--- src/slave_pkg.sv ---
// Constants, state codes and register map of the slave state sequencer
// and start-up gate. Assumes a 32-bit AXI4-Lite register bus.
// Contract
// RULE_01: After reset the slave is idle, code 01h, no mailbox, no data.
// RULE_02: Master sets up mailbox buffer channels 0 and 1 while idle.
// RULE_03: Master sets up data channels from 2, mapping units, objects in config.
// RULE_04: Idle to config requires a correct mailbox setup check.
// RULE_05: Config state allows mailbox and tunnelled ethernet, blocks data.
// RULE_06: Inputs-only updates inputs, outputs off, mailbox and data allowed.
// RULE_07: Config to inputs-only requires correct data channel setup.
// RULE_08: Inputs copied to dual-port memory before inputs-only is acknowledged.
// RULE_09: Full exchange drives master outputs and returns inputs.
// RULE_10: Firmware-update state is reachable only from idle.
// RULE_11: Firmware-update allows only file-transfer mailbox, nothing else.
// RULE_12: State changes only on a master request.
// RULE_13: Run requests full exchange, then waits bounded time for slaves; the code only starts the wait, the state moves only on OFF_REQ writes.
// RULE_14: Topology-checked start-up waits bounded time, runs only if matching.
// RULE_15: Topology-independent start-up waits bounded time, then runs anyway.
// RULE_16: Mismatch parameter active selects topology-checked start-up.
// RULE_17: Wrong module on a mandatory slave withholds independent start-up.
// RULE_18: Wrong module on an optional slave withholds independent start-up.
// RULE_19: An unconfigured slave withholds independent start-up.
// RULE_20: Sync enabled and any sync loss withholds independent start-up.
// RULE_21: Missing mandatory slave withholds independent start-up.
// RULE_22: All faults absent permits independent start-up; the code also withholds it if configured optional slaves are all absent.
// RULE_23: Refused or failed transition keeps state and reports refusal.
package slave_pkg;
   // State codes
   localparam logic [3:0] ST_IDLE = 4'h1;
   localparam logic [3:0] ST_CONFIG = 4'h2;
   localparam logic [3:0] ST_FWUPD = 4'h3;
   localparam logic [3:0] ST_INPUTS = 4'h4;
   localparam logic [3:0] ST_FULL = 4'h8;
   // Register byte offsets
   localparam logic [7:0] OFF_REQ = 8'h00;
   localparam logic [7:0] OFF_STAT = 8'h04;
   localparam logic [7:0] OFF_SETUP = 8'h08;
   localparam logic [7:0] OFF_TOPO = 8'h0C;
   localparam logic [7:0] OFF_RUNC = 8'h10;
   localparam logic [7:0] OFF_RUNS = 8'h14;
   localparam logic [7:0] OFF_TMO = 8'h18;
   // Setup register fields
   localparam int SETUP_MBX = 0;
   localparam int SETUP_PD = 1;
   // Topology register fields
   localparam int TP_MISMATCH = 0;
   localparam int TP_MAND_CFG = 1;
   localparam int TP_MAND_ALL = 2;
   localparam int TP_OPT_CFG = 3;
   localparam int TP_OPT_ANY = 4;
   localparam int TP_MAND_WRONG = 5;
   localparam int TP_OPT_WRONG = 6;
   localparam int TP_UNCFG = 7;
   localparam int TP_SYNC_EN = 8;
   localparam int TP_ALL_SYNC = 9;
   localparam int TP_MST_SYNC = 10;
   // Status register fields
   localparam int ST_REFUSE = 4;
   localparam int ST_BUSY = 5;
   // Run status fields
   localparam int RS_RUN = 0;
   localparam int RS_WAIT = 1;
   localparam int RS_CHECKED = 2;
   localparam int RS_TMO = 3;
   // Timeout defaults: monitoring time in microseconds
   localparam int CLK_MHZ = 100;
   localparam int MON_TIME_US = 1000;
   localparam logic [31:0] MON_CYCLES = 32'(MON_TIME_US * CLK_MHZ);
   localparam logic [1:0] RESP_OKAY = 2'b00;
   localparam logic [1:0] RESP_SLVERR = 2'b10;
endpackage

--- src/slave_seq.sv ---
// Slave state sequencer and controller start-up gate, one AXI4-Lite slave.
// Assumes the master writes one state request at a time and polls status.
//
// The AXI4-Lite register port and the address map were chosen for this implementation.
`timescale 1ns/1ps
module slave_seq (
   // Clock and reset
   input wire logic mclk,
   input wire logic rst,
   // AXI4-Lite write
   input wire logic [7:0] s_awaddr,
   input wire logic s_awvalid,
   output logic s_awready,
   input wire logic [31:0] s_wdata,
   input wire logic [3:0] s_wstrb,
   input wire logic s_wvalid,
   output logic s_wready,
   output logic [1:0] s_bresp,
   output logic s_bvalid,
   input wire logic s_bready,
   // AXI4-Lite read
   input wire logic [7:0] s_araddr,
   input wire logic s_arvalid,
   output logic s_arready,
   output logic [31:0] s_rdata,
   output logic [1:0] s_rresp,
   output logic s_rvalid,
   input wire logic s_rready,
   // Process data
   input wire logic [31:0] in_data,
   input wire logic [31:0] out_from_master,
   output logic [31:0] out_pins,
   output logic [31:0] dpm_inputs,
   // Service enables
   output logic mailbox_en,
   output logic eth_tunnel_en,
   output logic file_xfer_en,
   output logic pd_en,
   // Controller run
   output logic cpu_run
);
   typedef enum {SQ_STABLE, SQ_COPY} seq_t;
   typedef struct packed {
      logic aw_got;
      logic [7:0] aw_addr;
      logic w_got;
      logic [31:0] w_data;
      logic [3:0] w_strb;
      logic bvalid;
      logic [1:0] bresp;
      logic rvalid;
      logic [31:0] rdata;
      logic [1:0] rresp;
      logic [3:0] state;
      logic [3:0] target;
      seq_t seq;
      logic refuse;
      logic [1:0] setup;
      logic [10:0] topo;
      logic run_req;
      logic waiting;
      logic run;
      logic checked;
      logic tmo;
      logic [31:0] tmo_cfg;
      logic [31:0] cnt;
      logic [31:0] outp;
      logic [31:0] dpm;
   } state_t;
   state_t s_reg, s_next;

   ////////////////////////////////////////////////////////////////////////
   // Transition legality; refused moves keep the state
   function automatic logic legal(input logic [3:0] from, input logic [3:0] to,
                                  input logic [1:0] su);
      logic ok;
      ok = 1'b0;
      unique case (to)
         slave_pkg::ST_IDLE: ok = 1'b1;
         slave_pkg::ST_CONFIG: ok = (from == slave_pkg::ST_IDLE &&
            su[slave_pkg::SETUP_MBX]) || from == slave_pkg::ST_INPUTS ||
            from == slave_pkg::ST_FULL; // [RULE_04]
         slave_pkg::ST_FWUPD: ok = from == slave_pkg::ST_IDLE; // [RULE_10]
         slave_pkg::ST_INPUTS: ok = (from == slave_pkg::ST_CONFIG &&
            su[slave_pkg::SETUP_PD]) || from == slave_pkg::ST_FULL; // [RULE_07]
         slave_pkg::ST_FULL: ok = from == slave_pkg::ST_INPUTS;
         default: ok = 1'b0;
      endcase
      return ok;
   endfunction

   // Independent start-up permission from the topology flags
   function automatic logic indep_ok(input logic [10:0] t);
      logic ok;
      ok = 1'b1;
      if (t[slave_pkg::TP_MAND_WRONG]) ok = 1'b0; // [RULE_17]
      if (t[slave_pkg::TP_OPT_WRONG]) ok = 1'b0; // [RULE_18]
      if (t[slave_pkg::TP_UNCFG]) ok = 1'b0; // [RULE_19]
      if (t[slave_pkg::TP_SYNC_EN] && !(t[slave_pkg::TP_ALL_SYNC] &&
          t[slave_pkg::TP_MST_SYNC])) ok = 1'b0; // [RULE_20]
      if (t[slave_pkg::TP_MAND_CFG] && !t[slave_pkg::TP_MAND_ALL])
         ok = 1'b0; // [RULE_21]
      if (t[slave_pkg::TP_OPT_CFG] && !t[slave_pkg::TP_OPT_ANY])
         ok = 1'b0; // [RULE_22]
      return ok;
   endfunction

   ////////////////////////////////////////////////////////////////////////
   // Next-state logic for bus, sequencer and gate
   always_comb begin
      logic wr;
      logic [31:0] wd;
      logic topo_good;
      wr = 1'b0;
      wd = 32'h0000_0000;
      topo_good = 1'b0;
      s_next = s_reg;
      // Write channel capture, either order
      if (s_awvalid && !s_reg.aw_got) begin
         s_next.aw_got = 1'b1;
         s_next.aw_addr = s_awaddr;
      end
      if (s_wvalid && !s_reg.w_got) begin
         s_next.w_got = 1'b1;
         s_next.w_data = s_wdata;
         s_next.w_strb = s_wstrb;
      end
      if (s_bvalid && s_bready) s_next.bvalid = 1'b0;
      if (s_reg.aw_got && s_reg.w_got && !s_reg.bvalid) begin
         wr = 1'b1;
         wd = s_reg.w_data;
         s_next.aw_got = 1'b0;
         s_next.w_got = 1'b0;
         s_next.bvalid = 1'b1;
         s_next.bresp = slave_pkg::RESP_OKAY;
      end
      // Read channel
      if (s_rvalid && s_rready) s_next.rvalid = 1'b0;
      if (s_arvalid && !s_reg.rvalid) begin
         s_next.rvalid = 1'b1;
         s_next.rresp = slave_pkg::RESP_OKAY;
         unique case (s_araddr)
            slave_pkg::OFF_REQ: s_next.rdata = {28'h0000000, s_reg.target};
            slave_pkg::OFF_STAT: s_next.rdata = {26'h0000000,
               s_reg.seq == SQ_COPY, s_reg.refuse, s_reg.state};
            slave_pkg::OFF_SETUP: s_next.rdata = {30'h00000000, s_reg.setup};
            slave_pkg::OFF_TOPO: s_next.rdata = {21'h000000, s_reg.topo};
            slave_pkg::OFF_RUNC: s_next.rdata = {31'h00000000, s_reg.run_req};
            slave_pkg::OFF_RUNS: s_next.rdata = {28'h0000000, s_reg.tmo,
               s_reg.checked, s_reg.waiting, s_reg.run};
            slave_pkg::OFF_TMO: s_next.rdata = s_reg.tmo_cfg;
            default: begin
               s_next.rdata = 32'h0000_0000;
               s_next.rresp = slave_pkg::RESP_SLVERR;
            end
         endcase
      end
      // Sequencer: only master writes start a move
      if (s_reg.seq == SQ_COPY) begin
         s_next.dpm = in_data; // [RULE_08]
         s_next.state = slave_pkg::ST_INPUTS;
         s_next.seq = SQ_STABLE;
      end
      if (wr) begin
         unique case (s_reg.aw_addr)
            slave_pkg::OFF_REQ: if (s_reg.w_strb[0]) begin
               s_next.target = wd[3:0];
               if (wd[3:0] == s_reg.state) begin
                  s_next.refuse = 1'b0;
               end else if (s_reg.seq == SQ_STABLE &&
                            legal(s_reg.state, wd[3:0], s_reg.setup)) begin
                  s_next.refuse = 1'b0;
                  if (wd[3:0] == slave_pkg::ST_INPUTS &&
                      s_reg.state == slave_pkg::ST_CONFIG)
                     s_next.seq = SQ_COPY; // [RULE_08]
                  else
                     s_next.state = wd[3:0]; // [RULE_12]
               end else begin
                  s_next.refuse = 1'b1; // [RULE_23]
                  s_next.bresp = slave_pkg::RESP_SLVERR;
               end
            end
            slave_pkg::OFF_SETUP: if (s_reg.w_strb[0])
               s_next.setup = wd[1:0]; // [RULE_02] [RULE_03]
            slave_pkg::OFF_TOPO: begin
               if (s_reg.w_strb[0]) s_next.topo[7:0] = wd[7:0];
               if (s_reg.w_strb[1]) s_next.topo[10:8] = wd[10:8];
            end
            slave_pkg::OFF_RUNC: if (s_reg.w_strb[0]) begin
               s_next.run_req = wd[0];
               if (!wd[0]) begin
                  s_next.run = 1'b0;
                  s_next.waiting = 1'b0;
               end else if (!s_reg.run_req) begin
                  s_next.waiting = 1'b1; // [RULE_13]
                  s_next.cnt = 32'h0000_0000;
                  s_next.tmo = 1'b0;
               end
            end
            slave_pkg::OFF_TMO: begin
               if (s_reg.w_strb[0]) s_next.tmo_cfg[7:0] = wd[7:0];
               if (s_reg.w_strb[1]) s_next.tmo_cfg[15:8] = wd[15:8];
               if (s_reg.w_strb[2]) s_next.tmo_cfg[23:16] = wd[23:16];
               if (s_reg.w_strb[3]) s_next.tmo_cfg[31:24] = wd[31:24];
            end
            default: s_next.bresp = slave_pkg::RESP_SLVERR;
         endcase
      end
      // Start-up gate: wait for full exchange, bounded by timeout
      s_next.checked = s_reg.topo[slave_pkg::TP_MISMATCH]; // [RULE_16]
      topo_good = s_reg.topo[slave_pkg::TP_MAND_ALL] &&
         !s_reg.topo[slave_pkg::TP_MAND_WRONG] &&
         !s_reg.topo[slave_pkg::TP_OPT_WRONG] &&
         !s_reg.topo[slave_pkg::TP_UNCFG];
      if (s_reg.waiting && !wr) begin
         s_next.cnt = s_reg.cnt + 32'h0000_0001;
         if (s_reg.state == slave_pkg::ST_FULL ||
             s_reg.cnt >= s_reg.tmo_cfg) begin
            s_next.waiting = 1'b0;
            s_next.tmo = s_reg.state != slave_pkg::ST_FULL;
            if (s_reg.topo[slave_pkg::TP_MISMATCH])
               s_next.run = topo_good; // [RULE_14]
            else
               s_next.run = indep_ok(s_reg.topo); // [RULE_15]
         end
      end
      // Process data outputs per state
      s_next.outp = (s_reg.state == slave_pkg::ST_FULL) ?
         out_from_master : 32'h0000_0000; // [RULE_06] [RULE_09]
      if ((s_reg.state == slave_pkg::ST_INPUTS ||
           s_reg.state == slave_pkg::ST_FULL) && s_reg.seq == SQ_STABLE)
         s_next.dpm = in_data; // [RULE_06]
   end

   ////////////////////////////////////////////////////////////////////////
   // State register; reset lands in idle
   always_ff @(posedge mclk) begin
      if (rst) begin
         s_reg <= '0;
         s_reg.state <= slave_pkg::ST_IDLE; // [RULE_01]
         s_reg.target <= slave_pkg::ST_IDLE;
         s_reg.seq <= SQ_STABLE;
         s_reg.tmo_cfg <= slave_pkg::MON_CYCLES;
         mailbox_en <= 1'b0;
         eth_tunnel_en <= 1'b0;
         file_xfer_en <= 1'b0;
         pd_en <= 1'b0;
      end else begin
         s_reg <= s_next;
         mailbox_en <= s_next.state == slave_pkg::ST_CONFIG ||
            s_next.state == slave_pkg::ST_INPUTS ||
            s_next.state == slave_pkg::ST_FULL; // [RULE_05]
         eth_tunnel_en <= s_next.state == slave_pkg::ST_CONFIG ||
            s_next.state == slave_pkg::ST_INPUTS ||
            s_next.state == slave_pkg::ST_FULL;
         file_xfer_en <= s_next.state != slave_pkg::ST_IDLE; // [RULE_11]
         pd_en <= s_next.state == slave_pkg::ST_INPUTS ||
            s_next.state == slave_pkg::ST_FULL; // [RULE_05]
      end
   end

   // Outputs straight from the state register
   assign s_awready = !s_reg.aw_got;
   assign s_wready = !s_reg.w_got;
   assign s_bvalid = s_reg.bvalid;
   assign s_bresp = s_reg.bresp;
   assign s_arready = !s_reg.rvalid;
   assign s_rvalid = s_reg.rvalid;
   assign s_rdata = s_reg.rdata;
   assign s_rresp = s_reg.rresp;
   assign out_pins = s_reg.outp;
   assign dpm_inputs = s_reg.dpm;
   assign cpu_run = s_reg.run;

   ////////////////////////////////////////////////////////////////////////
   // Checks beside the logic
   reset_idle_a: assert property (@(posedge mclk) $fell(rst) |->
      s_reg.state == slave_pkg::ST_IDLE && !mailbox_en && !pd_en)
      else $error("state not idle after reset"); // [RULE_01]
   cfg_pd_off_a: assert property (@(posedge mclk) disable iff (rst)
      s_reg.state == slave_pkg::ST_CONFIG |->
      mailbox_en && eth_tunnel_en && !pd_en)
      else $error("data open in config"); // [RULE_05]
   mbx_check_a: assert property (@(posedge mclk) disable iff (rst)
      s_reg.state == slave_pkg::ST_IDLE && !s_reg.setup[0] ##1
      s_reg.state == slave_pkg::ST_CONFIG |-> 1'b0)
      else $error("config entered without mailbox"); // [RULE_04]
   pd_check_a: assert property (@(posedge mclk) disable iff (rst)
      s_reg.state == slave_pkg::ST_CONFIG && !s_reg.setup[1] ##1
      s_reg.seq == SQ_COPY |-> 1'b0)
      else $error("inputs-only without data setup"); // [RULE_07]
   copy_first_a: assert property (@(posedge mclk) disable iff (rst)
      s_reg.seq == SQ_COPY |=> s_reg.state == slave_pkg::ST_INPUTS &&
      dpm_inputs == $past(in_data)) else $error("copy missing"); // [RULE_08]
   outs_off_a: assert property (@(posedge mclk) disable iff (rst)
      s_reg.state == slave_pkg::ST_INPUTS ##1 1'b1 |-> out_pins == 32'h0)
      else $error("outputs live in inputs-only"); // [RULE_06]
   full_drive_a: assert property (@(posedge mclk) disable iff (rst)
      s_reg.state == slave_pkg::ST_FULL |=> out_pins ==
      $past(out_from_master)) else $error("outputs not driven"); // [RULE_09]
   fw_entry_a: assert property (@(posedge mclk) disable iff (rst)
      $changed(s_reg.state) && s_reg.state == slave_pkg::ST_FWUPD |->
      $past(s_reg.state) == slave_pkg::ST_IDLE)
      else $error("firmware state from non-idle"); // [RULE_10]
   fw_only_a: assert property (@(posedge mclk) disable iff (rst)
      s_reg.state == slave_pkg::ST_FWUPD ##1 s_reg.state ==
      slave_pkg::ST_FWUPD |-> file_xfer_en && !mailbox_en && !pd_en &&
      !eth_tunnel_en)
      else $error("extra service in firmware state"); // [RULE_11]
   master_only_a: assert property (@(posedge mclk) disable iff (rst)
      $changed(s_reg.state) |-> $past(s_reg.seq) == SQ_COPY ||
      $past(s_reg.aw_got && s_reg.w_got))
      else $error("state moved on its own"); // [RULE_12]
   refuse_hold_a: assert property (@(posedge mclk) disable iff (rst)
      $rose(s_reg.refuse) |-> s_reg.state == $past(s_reg.state))
      else $error("refused move changed state"); // [RULE_23]
   gate_run_a: assert property (@(posedge mclk) disable iff (rst)
      $rose(cpu_run) |-> $past(s_reg.topo[0]) ||
      indep_ok($past(s_reg.topo)))
      else $error("run without permission"); // [RULE_15] [RULE_22]
endmodule // slave_seq

--- config.mk ---
export PLATFORM = sky130hd
export DESIGN_NAME = slave_seq
export DESIGN_NICKNAME = d
export VERILOG_FILES = /design/src/slave_pkg.sv /design/src/slave_seq.sv
export SDC_FILE = /design/constraint.sdc
export NUM_CORES = 1
export LEC_CHECK = 0
export BUFFER_PORTS_ARGS = -buffer_cell sky130_fd_sc_hd__buf_2
export CORE_MARGIN = 5
export CORE_UTILIZATION = 45
export CTS_BUF_LIST = sky130_fd_sc_hd__clkbuf_2
export CTS_CLUSTER_DIAMETER = 50
export DETAILED_ROUTE_END_ITERATION = 7
export PLACE_DENSITY = 0.67
export SETUP_SLACK_MARGIN = 0.5
export SLEW_MARGIN = 20
export SYNTH_ARGS = -nofsm -noshare
export SYNTH_HDL_FRONTEND = slang
export SYNTH_SLANG_ARGS = --single-unit
--- constraint.sdc ---
create_clock -name mclk -period 6.3 [get_ports mclk]
set_input_delay 1.26 -clock mclk [delete_from_list [all_inputs] [get_ports mclk]]
set_output_delay 1.26 -clock mclk [all_outputs]
set_load 0.01 [all_outputs]
==> flow_metrics.tcl, run 1 <==
set metrics [dict create \
    outcome "finished clean" \
    slew_viol_final 0 \
    synth_ff_type "dfxtp_1" \
    power_frac_comb_pct 4.7 \
    crit_end "eth_tunnel_en$_SDFF_PP0_" \
    cts_inserted_buffers 72 \
    power_mw 3.18 \
    die_x_um 173 \
    die_h_um 173 \
    antenna_found_initial 1 \
    grtUsageTotal_pct 18.5 \
    dp_hpwl_um 20100 \
    leakage_nw 5.95 \
    synth_cell_types 63 \
    setup.worst_path.start "s_reg[183]$_SDFF_PP1_" \
    holdPathStages 2 \
    maxCapViolCount 0 \
    netlist_top_cells_area "dfxtp_1, nand2_1, buf_4" \
    die-area_sq_mm 0.0299 \
    cp-end-kind "flip-flop" \
    setup_viol 0 \
    worst_slew_pin_slew_ns 1.04 \
    finalNetCount 1682 \
    wl_per_cell_um 15.2 \
    syn_inst 1395 \
    root_buffer "clkbuf_2" \
    start_util_pct 45.8 \
    reg2regPathDepth 8 \
    worstSetupPathType "flip-flop to flip-flop" \
    rsz0062_at_grt "no" \
    crit_fanout 11 \
    layout_common_cells "dfxtp_1, buf_2, nand2_1, a21oi_1, nor2_1" \
    synth-async-reset-ratio_pct 0 \
    synth_fp_nets 1551 \
    worstSetupStartpointType "flip-flop" \
    pre_cts_ws_ns 2.35 \
    totalWireLength_um 29000 \
    internal_power_mw 2.36 \
    clk_pin_slew_ns 0.10 \
    p_switching_mw 0.820 \
    finalCritPeriodShare_pct 50.3 \
    grt_pass1_wl_um 47100 \
    synth_area_sq_mm 0.0119 \
    fin_skew_ns 0.0603 \
    synth_edf_count 0 \
    drcViolationCount 0 \
    power_density_mw_per_mm2 241 \
    nFillCells 2564 \
    grt.overflow.total 0 \
    cts_sinks 273 \
    core_area_sq_mm 0.0261 \
    seqCellArea_sq_mm 0.00547 \
    final_antenna_net_count 0 \
    hold_buffers 0 \
    netSwitchingFraction_pct 25.8 \
    finalSetupTns_ns 0 \
    portBuffers 231 \
    p_clk_share_pct 39.7 \
    final_common_cell "dfxtp_1" \
    min_path_type "flip-flop to flip-flop" \
    grt_pass1_vias 9443 \
    design_area_sq_mm 0.0132 \
    area_growth_pct 10.6 \
    largest_reg_flops 167 \
    gp_congestion 0.849 \
    post_cts_buffers 0 \
    worst_ep_required_time_ns 7.01 \
    post-route-util_pct 50.7 \
    cts.repair.resized 0 \
    max_slew_margin_pct 31.0 \
    timing.rr.start "s_reg[183]$_SDFF_PP1_" \
    clkLatencyLatePin_ns 0.82 \
    first_pass_iters 5 \
    ios 233 \
    worstPathArrival_ns 3.87 \
    vias 9809 \
    yosysTopAreaCell "dfxtp_1" \
    yosysSeqAreaShare_pct 45.8 \
    cts_tree "yes" \
    synth_warnings 0 \
    synth_seq_cells 273 \
    layout_min_cycle_time_ns 3.17 \
    r2r_slack_ns 3.13 \
    rows 59 \
    drive_above_1_share_pct 24.0 \
    peakVddDrop_uv 137 \
    timing.fmax_ghz 0.316 \
    grt_max_degree 87 \
    drt_iter0_drc 614 \
    reg2reg_to "eth_tunnel_en$_SDFF_PP0_" \
    multi_input_area_sq_mm 0.00525 \
    yosys.area.top_type_share_pct 45.8 \
    seqPwrFrac_pct 55.6 \
    hold_violations 0 \
    cts_buffer_depth 3 \
    cts_max_level 3 \
    avgSynthCellArea_sq_um 8.55 \
    vias_per_cell 5.14 \
    place_area_sq_mm 0.0125 \
    fin_ws_ns 3.13 \
]
kinds of logic after synthesis:
kind of cell             count (synthesis)  synth area share, %
AND/OR/NAND/NOR                        566                 22.9
flip-flops                             273                 45.8
multiplexers                            67                 5.81
buffers and inverters                  224                 10.4
adder cells (fa/ha/maj)                 33                 3.46
AO/OA/AOI/OAI                          225                 11.2
other                                    1               0.0314
XOR/XNOR                                 6                0.440
layer usage:
metal	vias up	share of wire [%]	global-route usage, %
li1	4980	-	-
met1	4475	45	24.0
met2	299	47	30.1
met3	55	6.2	4.54
met4	0	2.1	6.32
met5	-	0	0
cells in the mapped netlist (5+ instances only):
master and instances:
dfxtp_1 273, nand2_1 206, a21oi_1 137, nor2_1 124, buf_4 101, and3_1 72
clkbuf_1 72, mux2i_1 58, nand3_1 51, inv_1 42, ha_1 33, nand4_1 21
o211ai_1 17, o21ai_0 16, nor2b_1 12, and2_1 11, nor4_1 11, or3_1 11
a21o_1 9, nor3_1 9, a22oi_1 8, mux2_2 8, o21a_1 7, or2_2 7
xor2_1 6, buf_1 5, nand2b_1 5, nand3b_1 5
worst min-delay path by stage:
| stage | from | endpoint |
|---|---|---|
| after floorplan | s_rdata[15]$_SDFFE_PP0P_ | s_rdata[15]$_SDFFE_PP0P_ |
| after global placement | s_rdata[19]$_SDFFE_PP0P_ | s_rdata[19]$_SDFFE_PP0P_ |
| after detailed placement | s_rdata[13]$_SDFFE_PP0P_ | s_rdata[13]$_SDFFE_PP0P_ |
| after CTS | s_reg[120]$_SDFFE_PP0P_ | s_rdata[24]$_SDFFE_PP0P_ |
| after global routing | s_reg[248]$_SDFFE_PP0P_ | s_reg[115]$_SDFFE_PP0P_ |
| final | s_reg[120]$_SDFFE_PP0P_ | s_rdata[24]$_SDFFE_PP0P_ |
final cells by class:
class	count	area share, %
Clock inverter	19	1.19
Multi-Input combinational cell	898	39.8
Tap cell	335	3.18
Timing Repair Buffer	239	9.36
Sequential cell	273	41.4
Clock buffer	102	3.87
Inverter	42	1.19
Antenna cell	1	0.0190
stage by stage:
step | cells | hold WS, ns
floorplan | 1395 | 0.432
global placement | 1786 | 0.437
detailed placement | 1786 | 0.444
CTS | 1907 | 0.440
global route | 1909 | 0.451
finish | 1909 | 0.446
power by group through the flow:
| stage | sequential [mW] | clock (mW) | combinational, mW |
|---|---|---|---|
| 2_1_floorplan | 1.79 | 0 | 0.0925 |
| 3_5_place_dp | 1.81 | 0 | 0.152 |
| 4_1_cts | 1.77 | 1.31 | 0.153 |
| 3_3_place_gp | 1.81 | 0 | 0.150 |
| 6_report | 1.77 | 1.26 | 0.150 |
| 5_1_grt | 1.77 | 1.40 | 0.169 |
critical path, cell delays in order, from the launching register on:
cell and delay (ns):
dfxtp_1 0.62, or4b_1 0.48, a211o_1 0.31, a211oi_2 0.27, nand4_1 0.20, or2_1 0.39, mux2i_1 0.19, or4b_1 0.54
o31ai_1 0.08
Power figures use the tool's default switching activity.
==> run 2: changes to the inputs <==
PLACE_DENSITY = 0.7   (was 0.67)
clock period = 2.8 ns   (was 6.3 ns; I/O delays follow)
==> flow_metrics.tcl, run 2 (same netlist as run 1, synthesis figures left out) <==
set metrics [dict create \
    outcome "finished clean" \
    cts_max_level 3 \
    final_common_cell "dfxtp_1" \
    first_pass_iters 6 \
    peakVddDrop_uv 350 \
    rsz0062_at_grt "yes" \
    die-area_sq_mm 0.0299 \
    antenna_found_initial 2 \
    worstSetupPathType "flip-flop to flip-flop" \
    final_antenna_net_count 0 \
    worst_ep_required_time_ns 3.56 \
    cts_sinks 273 \
    grt_pass1_wl_um 53600 \
    cp-end-kind "flip-flop" \
    max_slew_margin_pct 26.0 \
    cts_inserted_buffers 74 \
    setup_viol 0 \
    drt_iter0_drc 799 \
    leakage_nw 6.93 \
    finalNetCount 1858 \
    clk_pin_slew_ns 0.09 \
    die_x_um 173 \
    start_util_pct 45.8 \
    core_area_sq_mm 0.0261 \
    crit_end "eth_tunnel_en$_SDFF_PP0_" \
    hold_violations 0 \
    portBuffers 231 \
    worstPathArrival_ns 3.44 \
    area_growth_pct 30.0 \
    drive_above_1_share_pct 32.9 \
    finalCritPeriodShare_pct 95.6 \
    clkLatencyLatePin_ns 0.85 \
    drcViolationCount 0 \
    root_buffer "clkbuf_2" \
    crit_fanout 4 \
    multi_input_area_sq_mm 0.00584 \
    largest_reg_flops 167 \
    seqCellArea_sq_mm 0.00550 \
    cts_buffer_depth 3 \
    totalWireLength_um 34500 \
    vias_per_cell 5.28 \
    grt_pass1_vias 10759 \
    power_density_mw_per_mm2 461 \
    holdWs_ns 0.0559 \
    die_h_um 173 \
    reg2reg_to "eth_tunnel_en$_SDFF_PP0_" \
    grt.overflow.total 0 \
    dp_cells 1819 \
    ios 233 \
    gp_congestion 0.891 \
    wl_per_cell_um 16.6 \
    worst_slew_pin_slew_ns 1.11 \
    setup.worst_path.start "s_reg[185]$_SDFF_PP0_" \
    post-route-util_pct 59.5 \
    layout_common_cells "dfxtp_1, buf_2, nand2_1, nor2_1, dlygate4sd3_1" \
    finalSetupTns_ns 0 \
    maxCapViolCount 0 \
    fin_cells 2081 \
    nFillCells 2166 \
    timing.rr.start "s_reg[185]$_SDFF_PP0_" \
    vias 10981 \
    grt_max_degree 194 \
    fin_skew_ns 0.0891 \
    dp_hpwl_um 20600 \
    worstSetupStartpointType "flip-flop" \
    reg2regPathDepth 8 \
    min_path_type "primary input to flip-flop" \
    slew_viol_final 0 \
    rows 59 \
    layout_min_cycle_time_ns 2.68 \
    r2r_slack_ns 0.12 \
    timing.fmax_ghz 0.373 \
    grtUsageTotal_pct 21.1 \
    cts_tree "yes" \
    power_mw 7.14 \
]
[run 2: changes by cell type in the layout (fill, tap and decap cells not counted), moves of 7 or more]
cell | previous run | this run
buf_6 | 1 | 8
nand3_1 | 51 | 39
nand2_1 | 205 | 179
a21oi_2 | 0 | 26
o21ai_0 | 16 | 9
nand3_2 | 0 | 7
and2_4 | 0 | 7
a21oi_1 | 137 | 110
nand2_2 | 1 | 21
dlygate4sd3_1 | 0 | 111
dfxtp_2 | 0 | 25
mux2i_1 | 58 | 51
buf_4 | 7 | 51
dfxtp_1 | 273 | 247
[run 2: worst min path at each step]
stage                                   from                        to  depth (start not counted)
finish                            s_wdata[0]   s_reg[229]$_SDFFE_PP0P_                          3
floorplan           s_rdata[15]$_SDFFE_PP0P_  s_rdata[15]$_SDFFE_PP0P_                          2
detailed placement  s_rdata[15]$_SDFFE_PP0P_  s_rdata[15]$_SDFFE_PP0P_                          2
global route                      s_wdata[0]   s_reg[229]$_SDFFE_PP0P_                          3
CTS                               s_wdata[2]   s_reg[231]$_SDFFE_PP0P_                          3
global placement    s_rdata[23]$_SDFFE_PP0P_  s_rdata[23]$_SDFFE_PP0P_                          2
[run 2: area by class of cell]
class,count,area share (%)
Clock inverter,14,0.549
Antenna cell,3,0.0484
Sequential cell,273,35.5
Tap cell,335,2.70
Timing Repair Buffer,411,19.2
Inverter,42,1.02
Clock buffer,103,3.32
Multi-Input combinational cell,900,37.6
[run 2: stage by stage]
step                instance area [sq um]  worst slack (ns)
detailed placement                  12800            0.0613
CTS                                 15000             0.127
finish                              15500             0.122
global route                        15500           -0.0249
global placement                    12800             0.115
floorplan                           11900            0.0984
[run 2: power by group]
group          internal (mW)  switching (mW)  leakage [nW]  total [mW]
Clock                   1.07            1.58         0.475        2.65
Sequential              3.92          0.0415          2.22        3.96
Combinational          0.262           0.269          4.24       0.531
Total                   5.25            1.89          6.93        7.14
[run 2: what timing repair did]
| item | CTS | global route |
|---|---|---|
| hold buffers | 110 | 1 |
| resized for setup | 80 | 106 |
| pin swaps | 34 | 67 |
| cloned | 3 | 5 |
| setup buffers | 16 | 7 |
| endpoints found under the setup margin | 63 | 109 |
| endpoints found under the hold margin | 109 | 1 |
[run 2: worst max-delay path: stages (launching register included)]
cell      delay (ns)
dfxtp_2         0.33
or4b_4          0.53
a211o_1         0.31
a211oi_2        0.22
nand4_1         0.19
or2_4           0.31
mux2i_2         0.18
or4b_1          0.47
o31ai_1         0.07
[run 2: routing by layer]
metal / part of all wire (%) / global-route usage (%) / vias up
li1: - / - / 5339
met1: 42 / 25.7 / 5153
met2: 50 / 36.4 / 401
met3: 5.6 / 4.83 / 88
met4: 2.9 / 7.57 / 0
met5: 0 / 0 / -
